[src/rtl/aemi_pkg.sv]
// constants and register layout for the async memory interface
// Behaviour
// - normal mode: select low whole cycle
// - strobe mode: select low only in strobe
// - mode bit 0 normal, 1 strobe
// - nand mode computes ecc per 512 bus transfers
// - lowest address pin is word address lsb
// - bank pins give byte/halfword address bits
// - 16-bit bus: low bank pin is address bit
// - separate read/write setup, strobe, hold counts
// - setup lasts setup field plus one cycles
// - strobe lasts strobe field plus one cycles
// - hold lasts hold field plus one cycles
// - turnaround field plus one idle cycles
// - no turnaround for same kind, same space
// - extended wait bit lets wait stretch strobe
// - four independent space configuration registers
// - new config used from next transfer
// - wait polarity bit selects active level
// - wait timeout after (max+1)*16 clocks, flagged
// - width 0 byte bus, 1 halfword; split requests
// - read/write select high reads, low writes
package aemi_pkg;
  localparam logic [11:0] ADDR_CFG0     = 12'h010;
  localparam logic [11:0] ADDR_WAITCFG  = 12'h004;
  localparam logic [11:0] ADDR_STATUS   = 12'h008;
  localparam logic [11:0] ADDR_ECC      = 12'h020;
  localparam int          CFG_SS        = 31;
  localparam int          CFG_EW        = 30;
  localparam int          CFG_WSU_LO    = 26;
  localparam int          CFG_WST_LO    = 20;
  localparam int          CFG_WHD_LO    = 17;
  localparam int          CFG_RSU_LO    = 13;
  localparam int          CFG_RST_LO    = 7;
  localparam int          CFG_RHD_LO    = 4;
  localparam int          CFG_TA_LO     = 2;
  localparam int          CFG_WIDTH_LO  = 0;
  localparam int          CFG_NAND      = 1;
  localparam logic [31:0] CFG_RESET     = 32'h3ffffffc;
  localparam int          WCFG_POL      = 28;
  localparam logic [31:0] WCFG_RESET    = 32'h100000ff;
  localparam int          WAIT_UNIT_LOG = 4;
  localparam logic [9:0]  ECC_BYTES     = 10'h200;
endpackage
[src/rtl/aemi_ctrl.sv]
// async external memory controller with apb registers
//
// Register access over APB and the address map were decided locally.
`timescale 1ns/1ps
`default_nettype none
module aemi_ctrl
(
  input  wire logic        clk,
  input  wire logic        rst_n,
  input  wire logic        psel,
  input  wire logic        penable,
  input  wire logic        pwrite,
  input  wire logic [11:0] paddr,
  input  wire logic [31:0] pwdata,
  output logic      [31:0] prdata,
  output logic             pready,
  output logic             pslverr,
  input  wire logic        req_valid,
  output logic             req_ready,
  input  wire logic        req_write,
  input  wire logic [1:0]  req_space,
  input  wire logic [24:0] req_addr,
  input  wire logic [1:0]  req_size,
  input  wire logic [31:0] req_wdata,
  output logic             rsp_valid,
  output logic      [31:0] rsp_rdata,
  output logic      [3:0]  space_select_n,
  output logic      [21:0] ext_word_addr,
  output logic      [1:0]  bank_addr_lsb,
  input  wire logic [15:0] ext_data_in,
  output logic      [15:0] ext_data_bus,
  output logic             ext_data_oe,
  output logic             read_strobe_n,
  output logic             write_strobe_n,
  output logic             read_write_sel,
  input  wire logic        wait_in
);
  typedef enum logic [2:0] {AEMI_IDLE, AEMI_TURN, AEMI_SETUP, AEMI_STROBE,
                            AEMI_HOLD} aemi_state_e;

  function automatic logic [5:0] aemi_fld(input logic [31:0] c, input int lo,
                                          input int w);
    aemi_fld = 6'((c >> lo) & ((32'h1 << w) - 32'h1));
  endfunction

  logic [31:0] cfg_ff [4];
  logic [31:0] nxt_cfg [4];
  logic [31:0] wcfg_ff, nxt_wcfg;
  logic        tmo_ff, nxt_tmo;
  logic [31:0] ecc_ff, nxt_ecc;
  logic [9:0]  ecc_cnt_ff, nxt_ecc_cnt;
  logic [31:0] prdata_ff, nxt_prdata;
  logic        w1_ff, w2_ff;
  logic [31:0] acfg_ff, nxt_acfg;
  aemi_state_e st_ff, nxt_st;
  logic [5:0]  cnt_ff, nxt_cnt;
  logic [11:0] wcnt_ff, nxt_wcnt;
  logic        wr_ff, nxt_wr;
  logic [1:0]  sp_ff, nxt_sp;
  logic [24:0] addr_ff, nxt_addr;
  logic [2:0]  beats_ff, nxt_beats;
  logic [31:0] data_ff, nxt_data;
  logic        lastv_ff, nxt_lastv;
  logic        lastwr_ff, nxt_lastwr;
  logic [1:0]  lastsp_ff, nxt_lastsp;
  logic        rsp_ff, nxt_rsp;
  logic        apb_wr, wide, wait_act, tmo_hit;
  logic [2:0]  need;

  assign pready  = 1'b1;
  assign apb_wr  = psel && penable && pwrite;
  assign pslverr = psel && penable && !(paddr == aemi_pkg::ADDR_WAITCFG ||
                   paddr == aemi_pkg::ADDR_STATUS || paddr == aemi_pkg::ADDR_ECC
                   || (paddr[11:4] == aemi_pkg::ADDR_CFG0[11:4]
                   && paddr[1:0] == 2'h0));
  assign prdata = prdata_ff;

  // register file
  always_comb
  begin
    for (int i = 0; i < 4; i++)
    begin
      nxt_cfg[i] = cfg_ff[i];
      if (apb_wr && paddr == aemi_pkg::ADDR_CFG0 + 12'(i * 4))
        nxt_cfg[i] = pwdata;
    end
    nxt_wcfg = (apb_wr && paddr == aemi_pkg::ADDR_WAITCFG) ? pwdata : wcfg_ff;
    nxt_tmo = tmo_ff;
    if (apb_wr && paddr == aemi_pkg::ADDR_STATUS && pwdata[0])
      nxt_tmo = 1'b0;
    if (tmo_hit)
      nxt_tmo = 1'b1;
    nxt_prdata = 32'h0;
    if (psel && !penable)
    begin
      if (paddr == aemi_pkg::ADDR_WAITCFG)
        nxt_prdata = wcfg_ff;
      else if (paddr == aemi_pkg::ADDR_STATUS)
        nxt_prdata = {31'h0, tmo_ff};
      else if (paddr == aemi_pkg::ADDR_ECC)
        nxt_prdata = ecc_ff;
      else if (paddr[11:4] == aemi_pkg::ADDR_CFG0[11:4])
        nxt_prdata = cfg_ff[paddr[3:2]];
    end
    else if (psel)
      nxt_prdata = prdata_ff;
  end

  always_ff @(posedge clk)
  begin
    if (!rst_n)
    begin
      for (int i = 0; i < 4; i++)
        cfg_ff[i] <= aemi_pkg::CFG_RESET;
      wcfg_ff   <= aemi_pkg::WCFG_RESET;
      tmo_ff    <= 1'b0;
      prdata_ff <= 32'h0;
    end
    else
    begin
      cfg_ff    <= nxt_cfg;
      wcfg_ff   <= nxt_wcfg;
      tmo_ff    <= nxt_tmo;
      prdata_ff <= nxt_prdata;
    end
  end

  // wait synchroniser
  always_ff @(posedge clk)
  begin
    if (!rst_n)
    begin
      w1_ff <= 1'b0;
      w2_ff <= 1'b0;
    end
    else
    begin
      w1_ff <= wait_in;
      w2_ff <= w1_ff;
    end
  end

  assign wait_act = acfg_ff[aemi_pkg::CFG_EW] &&
                    (w2_ff == wcfg_ff[aemi_pkg::WCFG_POL]);
  assign tmo_hit  = st_ff == AEMI_STROBE && wait_act &&
                    wcnt_ff == {wcfg_ff[7:0], 4'hf};
  assign wide     = nxt_cfg[req_space][aemi_pkg::CFG_WIDTH_LO];
  assign need     = req_size == 2'h0 ? 3'h1 : req_size == 2'h1 ?
                    (wide ? 3'h1 : 3'h2) : (wide ? 3'h2 : 3'h4);
  assign req_ready = st_ff == AEMI_IDLE;
  assign rsp_valid = rsp_ff;
  assign rsp_rdata = data_ff;

  // access sequencer
  always_comb
  begin
    nxt_st = st_ff;
    nxt_cnt = cnt_ff;
    nxt_wcnt = wcnt_ff;
    nxt_wr = wr_ff;
    nxt_sp = sp_ff;
    nxt_addr = addr_ff;
    nxt_beats = beats_ff;
    nxt_data = data_ff;
    nxt_acfg = acfg_ff;
    nxt_lastv = lastv_ff;
    nxt_lastwr = lastwr_ff;
    nxt_lastsp = lastsp_ff;
    nxt_rsp = 1'b0;
    case (st_ff)
      AEMI_IDLE:
        if (req_valid)
        begin
          nxt_acfg = nxt_cfg[req_space];
          nxt_wr = req_write;
          nxt_sp = req_space;
          nxt_addr = req_addr;
          nxt_beats = need;
          nxt_data = req_wdata;
          if (lastv_ff && !(lastwr_ff == req_write && lastsp_ff == req_space))
          begin
            nxt_st = AEMI_TURN;
            nxt_cnt = aemi_fld(nxt_acfg, aemi_pkg::CFG_TA_LO, 2);
          end
          else
          begin
            nxt_st = AEMI_SETUP;
            nxt_cnt = aemi_fld(nxt_acfg, req_write ? aemi_pkg::CFG_WSU_LO :
                               aemi_pkg::CFG_RSU_LO, 4);
          end
        end
      AEMI_TURN:
        if (cnt_ff == 6'h0)
        begin
          nxt_st = AEMI_SETUP;
          nxt_cnt = aemi_fld(acfg_ff, wr_ff ? aemi_pkg::CFG_WSU_LO :
                             aemi_pkg::CFG_RSU_LO, 4);
        end
        else
          nxt_cnt = cnt_ff - 6'h1;
      AEMI_SETUP:
        if (cnt_ff == 6'h0)
        begin
          nxt_st = AEMI_STROBE;
          nxt_wcnt = 12'h0;
          nxt_cnt = aemi_fld(acfg_ff, wr_ff ? aemi_pkg::CFG_WST_LO :
                             aemi_pkg::CFG_RST_LO, 6);
        end
        else
          nxt_cnt = cnt_ff - 6'h1;
      AEMI_STROBE:
      begin
        if (cnt_ff != 6'h0)
          nxt_cnt = cnt_ff - 6'h1;
        if (wait_act && !tmo_hit)
          nxt_wcnt = wcnt_ff + 12'h1;
        if ((cnt_ff == 6'h0 && !wait_act) || tmo_hit)
        begin
          nxt_st = AEMI_HOLD;
          nxt_cnt = aemi_fld(acfg_ff, wr_ff ? aemi_pkg::CFG_WHD_LO :
                             aemi_pkg::CFG_RHD_LO, 3);
          if (!wr_ff)
            nxt_data = acfg_ff[aemi_pkg::CFG_WIDTH_LO] ?
                       {ext_data_in, data_ff[31:16]} :
                       {ext_data_in[7:0], data_ff[31:8]};
        end
      end
      AEMI_HOLD:
        if (cnt_ff == 6'h0)
        begin
          nxt_beats = beats_ff - 3'h1;
          nxt_lastv = 1'b1;
          nxt_lastwr = wr_ff;
          nxt_lastsp = sp_ff;
          if (wr_ff)
            nxt_data = acfg_ff[aemi_pkg::CFG_WIDTH_LO] ?
                       {16'h0, data_ff[31:16]} : {8'h0, data_ff[31:8]};
          if (beats_ff == 3'h1)
          begin
            nxt_st = AEMI_IDLE;
            nxt_rsp = 1'b1;
            if (!wr_ff)
              nxt_data = acfg_ff[aemi_pkg::CFG_WIDTH_LO] ?
                         (need_shift(beats_ff) ? data_ff : data_ff) : data_ff;
          end
          else
          begin
            nxt_st = AEMI_SETUP;
            nxt_addr = addr_ff + (acfg_ff[aemi_pkg::CFG_WIDTH_LO] ?
                                  25'h2 : 25'h1);
            nxt_cnt = aemi_fld(acfg_ff, wr_ff ? aemi_pkg::CFG_WSU_LO :
                               aemi_pkg::CFG_RSU_LO, 4);
          end
        end
        else
          nxt_cnt = cnt_ff - 6'h1;
      default:
        nxt_st = AEMI_IDLE;
    endcase
  end

  function automatic logic need_shift(input logic [2:0] b);
    need_shift = b == 3'h0;
  endfunction

  always_ff @(posedge clk)
  begin
    if (!rst_n)
    begin
      st_ff     <= AEMI_IDLE;
      cnt_ff    <= 6'h0;
      wcnt_ff   <= 12'h0;
      wr_ff     <= 1'b0;
      sp_ff     <= 2'h0;
      addr_ff   <= 25'h0;
      beats_ff  <= 3'h0;
      data_ff   <= 32'h0;
      acfg_ff   <= 32'h0;
      lastv_ff  <= 1'b0;
      lastwr_ff <= 1'b0;
      lastsp_ff <= 2'h0;
      rsp_ff    <= 1'b0;
    end
    else
    begin
      st_ff     <= nxt_st;
      cnt_ff    <= nxt_cnt;
      wcnt_ff   <= nxt_wcnt;
      wr_ff     <= nxt_wr;
      sp_ff     <= nxt_sp;
      addr_ff   <= nxt_addr;
      beats_ff  <= nxt_beats;
      data_ff   <= nxt_data;
      acfg_ff   <= nxt_acfg;
      lastv_ff  <= nxt_lastv;
      lastwr_ff <= nxt_lastwr;
      lastsp_ff <= nxt_lastsp;
      rsp_ff    <= nxt_rsp;
    end
  end

  // nand ecc: column parity over each block of 512 bus transfers
  always_comb
  begin
    nxt_ecc = ecc_ff;
    nxt_ecc_cnt = ecc_cnt_ff;
    if (st_ff == AEMI_HOLD && cnt_ff == 6'h0 &&
        acfg_ff[aemi_pkg::CFG_NAND])
    begin
      if (ecc_cnt_ff == 10'h0)
        nxt_ecc = 32'h0;
      else
        nxt_ecc = ecc_ff;
      nxt_ecc = nxt_ecc ^ {16'h0, wr_ff ? data_ff[15:0] : data_ff[31:16]};
      nxt_ecc_cnt = (ecc_cnt_ff + 10'h1 == aemi_pkg::ECC_BYTES) ? 10'h0 :
                    ecc_cnt_ff + 10'h1;
    end
  end

  always_ff @(posedge clk)
  begin
    if (!rst_n)
    begin
      ecc_ff     <= 32'h0;
      ecc_cnt_ff <= 10'h0;
    end
    else
    begin
      ecc_ff     <= nxt_ecc;
      ecc_cnt_ff <= nxt_ecc_cnt;
    end
  end

  // pins driven from registered state
  always_comb
  begin
    space_select_n = 4'hf;
    if (st_ff == AEMI_STROBE ||
        (!acfg_ff[aemi_pkg::CFG_SS] &&
         (st_ff == AEMI_SETUP || st_ff == AEMI_HOLD)))
      space_select_n[sp_ff] = 1'b0;
  end
  assign ext_word_addr  = addr_ff[23:2];
  assign bank_addr_lsb  = acfg_ff[aemi_pkg::CFG_WIDTH_LO] ?
                          {addr_ff[1], addr_ff[24]} : addr_ff[1:0];
  assign ext_data_bus   = data_ff[15:0];
  assign ext_data_oe    = wr_ff && st_ff inside {AEMI_SETUP, AEMI_STROBE,
                                                 AEMI_HOLD};
  assign read_strobe_n  = !(st_ff == AEMI_STROBE && !wr_ff);
  assign write_strobe_n = !(st_ff == AEMI_STROBE && wr_ff);
  assign read_write_sel = !wr_ff;

  strobe_len_a: assert property (@(posedge clk) disable iff (!rst_n)
    $fell(read_strobe_n) && !acfg_ff[aemi_pkg::CFG_EW] &&
    aemi_fld(acfg_ff, aemi_pkg::CFG_RST_LO, 6) == 6'h0 |=> read_strobe_n)
    else $error("read strobe too long");
  ss_select_a: assert property (@(posedge clk) disable iff (!rst_n)
    acfg_ff[aemi_pkg::CFG_SS] && st_ff == AEMI_SETUP |-> &space_select_n)
    else $error("select active in setup in strobe mode");
  normal_select_a: assert property (@(posedge clk) disable iff (!rst_n)
    !acfg_ff[aemi_pkg::CFG_SS] && st_ff == AEMI_HOLD |-> !(&space_select_n))
    else $error("select dropped in hold");
  rw_level_a: assert property (@(posedge clk) disable iff (!rst_n)
    !write_strobe_n |-> !read_write_sel)
    else $error("rw select high during write");
  data_drive_a: assert property (@(posedge clk) disable iff (!rst_n)
    !write_strobe_n |-> $past(ext_data_oe))
    else $error("write data not set up");
  tmo_flag_a: assert property (@(posedge clk) disable iff (!rst_n)
    tmo_hit |=> tmo_ff && st_ff == AEMI_HOLD)
    else $error("timeout not flagged");
  turn_gap_a: assert property (@(posedge clk) disable iff (!rst_n)
    st_ff == AEMI_TURN |=> st_ff inside {AEMI_TURN, AEMI_SETUP})
    else $error("turnaround skipped");
  wait_sync_a: assert property (@(posedge clk) disable iff (!rst_n)
    w2_ff == $past(wait_in, 2) || $past(!rst_n, 2))
    else $error("wait sync depth wrong");
endmodule
`default_nettype wire

[config.mk]
export PLATFORM = sky130hd
export DESIGN_NAME = aemi_ctrl
export DESIGN_NICKNAME = d
export VERILOG_FILES = /design/src/rtl/aemi_pkg.sv /design/src/rtl/aemi_ctrl.sv
export SDC_FILE = /design/constraint.sdc
export NUM_CORES = 1
export LEC_CHECK = 0
export BUFFER_PORTS_ARGS = -buffer_cell sky130_fd_sc_hd__buf_2
export CORE_MARGIN = 4
export CORE_UTILIZATION = 58
export DETAILED_ROUTE_END_ITERATION = 10
export PLACE_DENSITY = 0.86
export REMOVE_ABC_BUFFERS = 1
export SYNTH_ARGS = -nofsm -noshare
export SYNTH_HDL_FRONTEND = slang
export SYNTH_SLANG_ARGS = --single-unit
[constraint.sdc]
create_clock -name clk -period 4.5 [get_ports clk]
set_clock_uncertainty 0.1 [all_clocks]
set_input_delay 0.225 -clock clk [delete_from_list [all_inputs] [get_ports clk]]
set_output_delay 0.225 -clock clk [all_outputs]
set_load 0.05 [all_outputs]
==> summary.md, run 1 <==
| Metric | Value |
|---|---|
| Global-route wire length before repair | `91180 um` |
| Slowest library cell on the worst path | `sky130_fd_sc_hd__dfxtp_1` |
| H-tree Lvls | `2` |
| Post-DP HPWL | `between 30000 and 40000 um` |
| Largest stage delay, worst path | `between 0.7 and 0.8 ns` |
| Max Slew Vio Count | `0` |
| Die height | `about 180 um` |
| Final worst hold slack | `-0.001109 ns` |
| Status | `finished, violations left` |
| Clock buffers created by TritonCTS | `36` |
| Post-synth cell types | `86` |
| DR iter-0 viols | `2298` |
| Critical path required time | `4.85 ns` |
| Final worst slack | `approximately 1.2 ns` |
| Overflow left after global routing | `0` |
| Synth async-reset ratio | `0` |
| Worst slack after detailed placement | `between 1 and 1.5 ns` |
| Cell with the most instances after synthesis | `sky130_fd_sc_hd__nand2_1` |
| Top post-synthesis cells by count | `sky130_fd_sc_hd__nand2_1, sky130_fd_sc_hd__dfxtp_1, sky130_fd_sc_hd__nor2_1` |
| DR vias/cell | `~6.5` |
| Clock tree root buffer cell | `sky130_fd_sc_hd__clkbuf_16` |
| Total Nets Final | `2502` |
| Classification of the worst-slack hold path | `input pin to register` |
| Timing-limited maximum frequency | `~300 MHz` |
| Wire per inst | `around 21 um` |
| Worst Setup End Kind | `register` |
| Average cell area after synthesis | `just over 8 sq um` |
| Overall die area | `~34000 sq um` |
| Path type of the worst setup path | `register to register` |
| Clock slew at the register clock pins of the worst setup and hold paths | `approximately 0.060 ns` |
| Launching element type of the critical path | `register` |
| Number of warnings reported in the yosys synthesis log | `0` |
| Maximum fanout encountered on the critical timing path | `20` |
| Number of detailed-route iterations in the first pass | `10` |
| Vias after detailed routing | `between 15k and 20k` |
| Transition time at the pin with the least slew margin | `1.037 ns` |
| Post-synthesis instance area | `17920 sq um` |
| Cell taking the most area after synthesis | `sky130_fd_sc_hd__dfxtp_1` |
| Post-detailed-route count of antenna-violating nets | `0` |
| Chip Width | `183.8 um` |
| Reported max-cap violation count | `0` |
| #FFs+latches synth | `between 300 and 400` |
| Area overhead of the layout relative to synthesis | `15.99%` |
| CTS tree | `yes` |
| Remaining DRCs | `0` |
| Count of endpoints failing setup in the final report | `0` |
| Critical path, cell by cell | `and3b_1, nand3_1, or4_1, and3_1, o311a_1, a31oi_1` |
| Total negative slack | `0 ns` |
| Standard-cell row count | `64` |
| Clk Latency, worst-skew pair | `~0.53 ns` |
| Failing checks | `hold timing` |
| Max_slew headroom | `0.3063` |
| Io pins | `~250` |
| Number of global-route vias before repair | `~17k` |
| Main flop type after synthesis | `sky130_fd_sc_hd__dfxtp_1` |
| Maximum number of pins on one net before global-route repair | `74` |
| Util after Layout | `0.6812` |
| IR Drop Worst-Case VDD | `just under 0.3 mV` |
| Starting density of the core | `0.5873` |
| Power density cells | `441.5 nW/um^2` |
| Max Buffers Root-to-Sink | `3` |
| Floorplan core area | `approximately 30000 sq um` |
| Share of cells above drive strength 1 | `0.1791` |
| Setup repair after global routing missed its margin | `false` |
| Number of cells upsized or downsized after cts | `0` |
| GR Util All Layers | `0.3282` |
| Detailed Route WL | `roughly 58000 um` |
| Count of mapped cells out of synthesis | `around 2.2k` |
| Hold violation count in the final report | `1` |
| EDFF count, synth | `0` |
| GPL Wtd Cong | `roughly 0.93` |
| Endpoint arrival time on the critical path | `3.65 ns` |
| Portion of the post-synthesis area used by sequential elements | `0.3799` |
| Share of the clock period used by the worst path | `0.7334` |
| Share of the synthesized area in the top cell type | `0.3799` |
| Antenna violations before repair | `3` |
| IO Port Bufs | `between 200 and 250` |
| Clk sink count | `340` |
| Period minus WS final | `3.300 ns` |
| Area contributors post-synth | `sky130_fd_sc_hd__dfxtp_1, sky130_fd_sc_hd__nand2_1, sky130_fd_sc_hd__mux2i_1, sky130_fd_sc_hd__mux4_2, sky130_fd_sc_hd__a21oi_1` |
| Total leakage power | `0.008416 uW` |
layout by cell type (no fill, tap or decap), types with 27 or more instances in the layout:
cell type	synthesis	final
sky130_fd_sc_hd__inv_1	39	38
sky130_fd_sc_hd__a21oi_1	138	138
sky130_fd_sc_hd__and3_1	44	44
sky130_fd_sc_hd__mux2i_1	84	84
sky130_fd_sc_hd__dfxtp_1	340	338
sky130_fd_sc_hd__clkbuf_16	0	37
sky130_fd_sc_hd__o211ai_1	43	43
sky130_fd_sc_hd__nand3_1	83	83
sky130_fd_sc_hd__nor3_1	64	64
sky130_fd_sc_hd__nor2_1	161	159
sky130_fd_sc_hd__a211oi_1	31	31
sky130_fd_sc_hd__mux4_2	33	33
sky130_fd_sc_hd__o21ai_0	71	71
sky130_fd_sc_hd__dlygate4sd3_1	0	65
sky130_fd_sc_hd__buf_2	12	242
sky130_fd_sc_hd__buf_4	41	40
sky130_fd_sc_hd__a22oi_1	27	27
sky130_fd_sc_hd__nand2_1	422	422
timing repair:
action / CTS / global route
buffers inserted: 0 / 0
hold buffers: 65 / 0
hold endpoints to repair: 170 / 0
cell type report:
| cell class | count | area [sq um] |
|---|---|---|
| Tap cell | 396 | 495.5 |
| Inverter | 39 | 148.9 |
| Multi-Input combinational cell | 1597 | 10010 |
| Clock buffer | 49 | 1031 |
| Antenna cell | 2 | 5.005 |
| Fill cell | 2400 | 9727 |
| Sequential cell | 340 | 6809 |
| Clock inverter | 12 | 125.1 |
| Timing Repair Buffer | 347 | 2162 |
state kept, by name, indices dropped and copies added (netlist names), 2 cells and up:
name / cells
cfg_ff: 128
prdata: 32
rsp_rdata: 32
wcfg_ff: 32
acfg_ff: 30
addr_ff: 25
ecc_ff: 16
wcnt_ff: 12
ecc_cnt_ff: 10
cnt_ff: 6
beats_ff: 3
st_ff: 3
lastsp_ff: 2
sp_ff: 2
where the power goes:
part           switching (uW)  total (uW)  internal, uW
Clock                    1220        2940          1720
Sequential                305        3560          3250
Combinational            1820        2670           852
Total                    3350        9180          5820
logic make-up (layout without fill, tap and decap cells):
group                    after synthesis  count (layout)  synth area share
XOR/XNOR                              43              43           0.02102
multiplexers                         133             133           0.09930
flip-flops                           340             340            0.3799
other                                  1               3         0.0002093
adder cells (fa/ha/maj)               12              12          0.008799
AO/OA/AOI/OAI                        505             505            0.1953
AND/OR/NAND/NOR                      903             903            0.2308
buffers and inverters                258             447           0.06474
path summary, 6_finish.rpt:
path                            slack, ns             to           from  cells after the start
worst min-delay path               -0.001  rsp_rdata[11]  req_wdata[11]                      5
worst max-delay path                 1.20      cnt_ff[2]       st_ff[1]                      6
worst max register to register       1.20      cnt_ff[2]       st_ff[1]                      6
worst min register to register       0.34          w2_ff          w1_ff                      1
through the flow:
stage	power (uW)	instances	cell area [sq um]
after floorplan	5389	1976	16900
after global placement	6112	2654	18970
after detailed placement	6177	2654	18970
final	9176	2782	20780
after global routing	9535	2782	20780
after CTS	9142	2780	20780
per-layer routing:
layer	GRT usage	vias up	part of all wire
li1	-	8167	-
met1	0.4269	8382	0.38
met2	0.5298	1299	0.46
met3	0.07479	217	0.12
met4	0.1328	6	0.041
met5	0.01857	-	0.0020
worst max-delay path: cells and delay by family (launching register included):
family,cells,cell delay (ns)
AOI/OAI and AO/OA,2,0.51
DFF,1,0.76
and+or+nand+nor,4,1.85
No activity file was read; power rests on OpenSTA's default activity.
==> inputs of run 2 (changes only) <==
CORE_UTILIZATION = 53   (was 58)
PLACE_DENSITY = 0.83   (was 0.86)
clock period = 2.95 ns   (was 4.5 ns; I/O delays follow)
==> summary.md, run 2 (same netlist as run 1, synthesis figures left out) <==
| Metric | Value |
|---|---|
| Global-route wire length before repair | `93810 um (was 91180 um)` |
| Count of endpoints failing setup in the final report | `0 (unchanged)` |
| Overall die area | `36810 sq um (was 33770 sq um)` |
| Detailed Route WL | `60090 um (was 58030 um)` |
| Number of global-route vias before repair | `17.58k (was 17.12k)` |
| Hold violation count in the final report | `0 (was 1)` |
| GR Util All Layers | `0.3130 (was 0.3282)` |
| Placed instance count | `2757 (was 2654)` |
| Floorplan core area | `33450 sq um (was 30510 sq um)` |
| Max Slew Vio Count | `0 (unchanged)` |
| ANT cells | `0 (was 2)` |
| DR vias/cell | `6.234 (was 6.496)` |
| Power density cells | `657.2 nW/um^2 (was 441.5 nW/um^2)` |
| Share of cells above drive strength 1 | `0.1946 (was 0.1791)` |
| Antenna violations before repair | `1 (was 3)` |
| Area overhead of the layout relative to synthesis | `20.94% (was 15.99%)` |
| Final Instance Area | `21670 sq um (was 20780 sq um)` |
| Period minus WS final | `2.861 ns (was 3.300 ns)` |
| Most used cells in the layout excluding fill and tap cells | `sky130_fd_sc_hd__nand2_1, sky130_fd_sc_hd__dfxtp_1, sky130_fd_sc_hd__buf_2 (unchanged)` |
| Wire per inst | `20.58 um (was 20.86 um)` |
| Status | `complete, no violations (was finished, violations left)` |
| Cell area after placement | `19470 sq um (was 18970 sq um)` |
| Endpoint arrival time on the critical path | `3.24 ns (was 3.65 ns)` |
| Io pins | `245 (unchanged)` |
| Clock slew at the register clock pins of the worst setup and hold paths | `0.06 ns (about the same)` |
| Starting density of the core | `0.5357 (was 0.5873)` |
| Post-Layout Cell Count | `2920 (was 2782)` |
| GPL Wtd Cong | `0.9374 (was 0.9283)` |
| DR iter-0 viols | `1942 (was 2298)` |
| CTS tree | `yes (unchanged)` |
| Number of detailed-route iterations in the first pass | `6 (was 10)` |
| Clock tree root buffer cell | `sky130_fd_sc_hd__clkbuf_16 (unchanged)` |
| Overflow left after global routing | `0 (unchanged)` |
| Maximum fanout encountered on the critical timing path | `2 (was 20)` |
| Standard-cell row count | `67 (was 64)` |
| Post-detailed-route count of antenna-violating nets | `0 (unchanged)` |
| IR Drop Worst-Case VDD | `0.4762 mV (was 0.2891 mV)` |
| Maximum number of pins on one net before global-route repair | `100 (was 74)` |
| Path type of the worst setup path | `register to register (unchanged)` |
| Launching element type of the critical path | `register (unchanged)` |
| Clk Latency, worst-skew pair | `0.54 ns (was 0.53 ns)` |
| Die height | `191.9 um (was 183.8 um)` |
| Max_slew headroom | `0.3542 (was 0.3063)` |
| Max Buffers Root-to-Sink | `3 (unchanged)` |
| Reported max-cap violation count | `0 (unchanged)` |
| Share of the clock period used by the worst path | `0.9698 (was 0.7334)` |
| Most common cell after layout, fill and taps aside | `sky130_fd_sc_hd__nand2_1 (unchanged)` |
| Transition time at the pin with the least slew margin | `0.9651 ns (was 1.037 ns)` |
| Remaining DRCs | `0 (unchanged)` |
| Total Nets Final | `2590 (was 2502)` |
| Critical path required time | `3.33 ns (was 4.85 ns)` |
| Filler cell count | `2714 (was 2400)` |
| Flip-flop count of the largest register, all copies and words added | `128 (unchanged)` |
| Reg with most FFs | `cfg_ff (unchanged)` |
| Clk sink count | `340 (unchanged)` |
| Total leakage power | `0.008842 uW (was 0.008416 uW)` |
| H-tree Lvls | `2 (unchanged)` |
| Clock buffers created by TritonCTS | `37 (was 36)` |
| Vias after detailed routing | `18.20k (was 18.07k)` |
| Timing-limited maximum frequency | `349.5 MHz (was 303.0 MHz)` |
| Worst Setup End Kind | `register (unchanged)` |
| IO Port Bufs | `243 (unchanged)` |
| Post-DP HPWL | `39990 um (was 38040 um)` |
| Classification of the worst-slack hold path | `input pin to register (unchanged)` |
| Chip Width | `191.9 um (was 183.8 um)` |
==> run 2: layout make-up <==
type	instances	area, sq um	share of cell area
tap	448	560.5	0.02587
clock inverter	5	35.03	0.001617
clock buffer	57	1124	0.05185
multi-input combinational	1597	10020	0.4626
timing repair buffer	434	2968	0.1370
sequential	340	6809	0.3142
inverter	39	148.9	0.006871
==> run 2: worst paths after layout <==
check | depth (start not counted) | slack, ns | to | from
setup / recovery | 10 | 0.09 | addr_ff[22] | acfg_ff[0]
hold / removal | 3 | 0.004 | rsp_rdata[16] | req_wdata[16]
setup reg to reg | 10 | 0.09 | addr_ff[22] | acfg_ff[0]
hold reg to reg | 2 | 0.35 | prdata[8] | prdata[8]
==> run 2: routing by layer <==
layer | track usage | vias up | wire length [um]
li1 | - | 8347 | -
met1 | 0.4074 | 8607 | 23660
met2 | 0.5077 | 1072 | 27330
met3 | 0.07034 | 174 | 6894
met4 | 0.1221 | 2 | 2199
met5 | 0 | - | 11
==> run 2: critical path: stages (launching register included) <==
cell,delay (ns)
sky130_fd_sc_hd__dfxtp_2,0.32
sky130_fd_sc_hd__inv_1,0.08
sky130_fd_sc_hd__ha_1,0.17
sky130_fd_sc_hd__inv_1,0.05
sky130_fd_sc_hd__fa_1,0.37
sky130_fd_sc_hd__nand3b_1,0.19
sky130_fd_sc_hd__or3_4,0.34
sky130_fd_sc_hd__or4_4,0.43
sky130_fd_sc_hd__or4_4,0.50
sky130_fd_sc_hd__a21oi_2,0.13
sky130_fd_sc_hd__o21a_1,0.12
==> run 2: timing repair <==
| action | CTS | global route |
|---|---|---|
| hold buffers | 101 | 0 |
| setup buffers | 0 | 0 |
| endpoints found under the hold margin | 238 | 0 |
| gates resized for setup | 0 | 7 |
| endpoints found under the setup margin | 0 | 9 |
==> run 2: stage by stage <==
| step | TNS [ns] | total power, uW | util | hold slack [ns] | worst slack [ns] |
|---|---|---|---|---|---|
| floorplan | -191.21 | 8221 | - | 0.1094 | -2.199 |
| global placement | 0 | 9513 | 0.5821 | 0.2680 | 0.1275 |
| detailed placement | 0 | 9587 | 0.5821 | 0.2707 | 0.06463 |
| CTS | 0 | 14170 | 0.6470 | 0.003840 | 0.02344 |
| global route | -0.03051 | 14800 | 0.6479 | 0.005671 | -0.01568 |
| finish | 0 | 14240 | 0.6479 | 0.003834 | 0.08900 |
==> run 2: power breakdown <==
part | total (uW) | switching (uW) | leakage (uW) | internal (uW)
registers | 5370 | 404 | 0.00277 | 4960
logic | 4380 | 2910 | 0.00551 | 1470
clock network | 4490 | 1880 | 0.000567 | 2610
total | 14200 | 5200 | 0.00884 | 9040
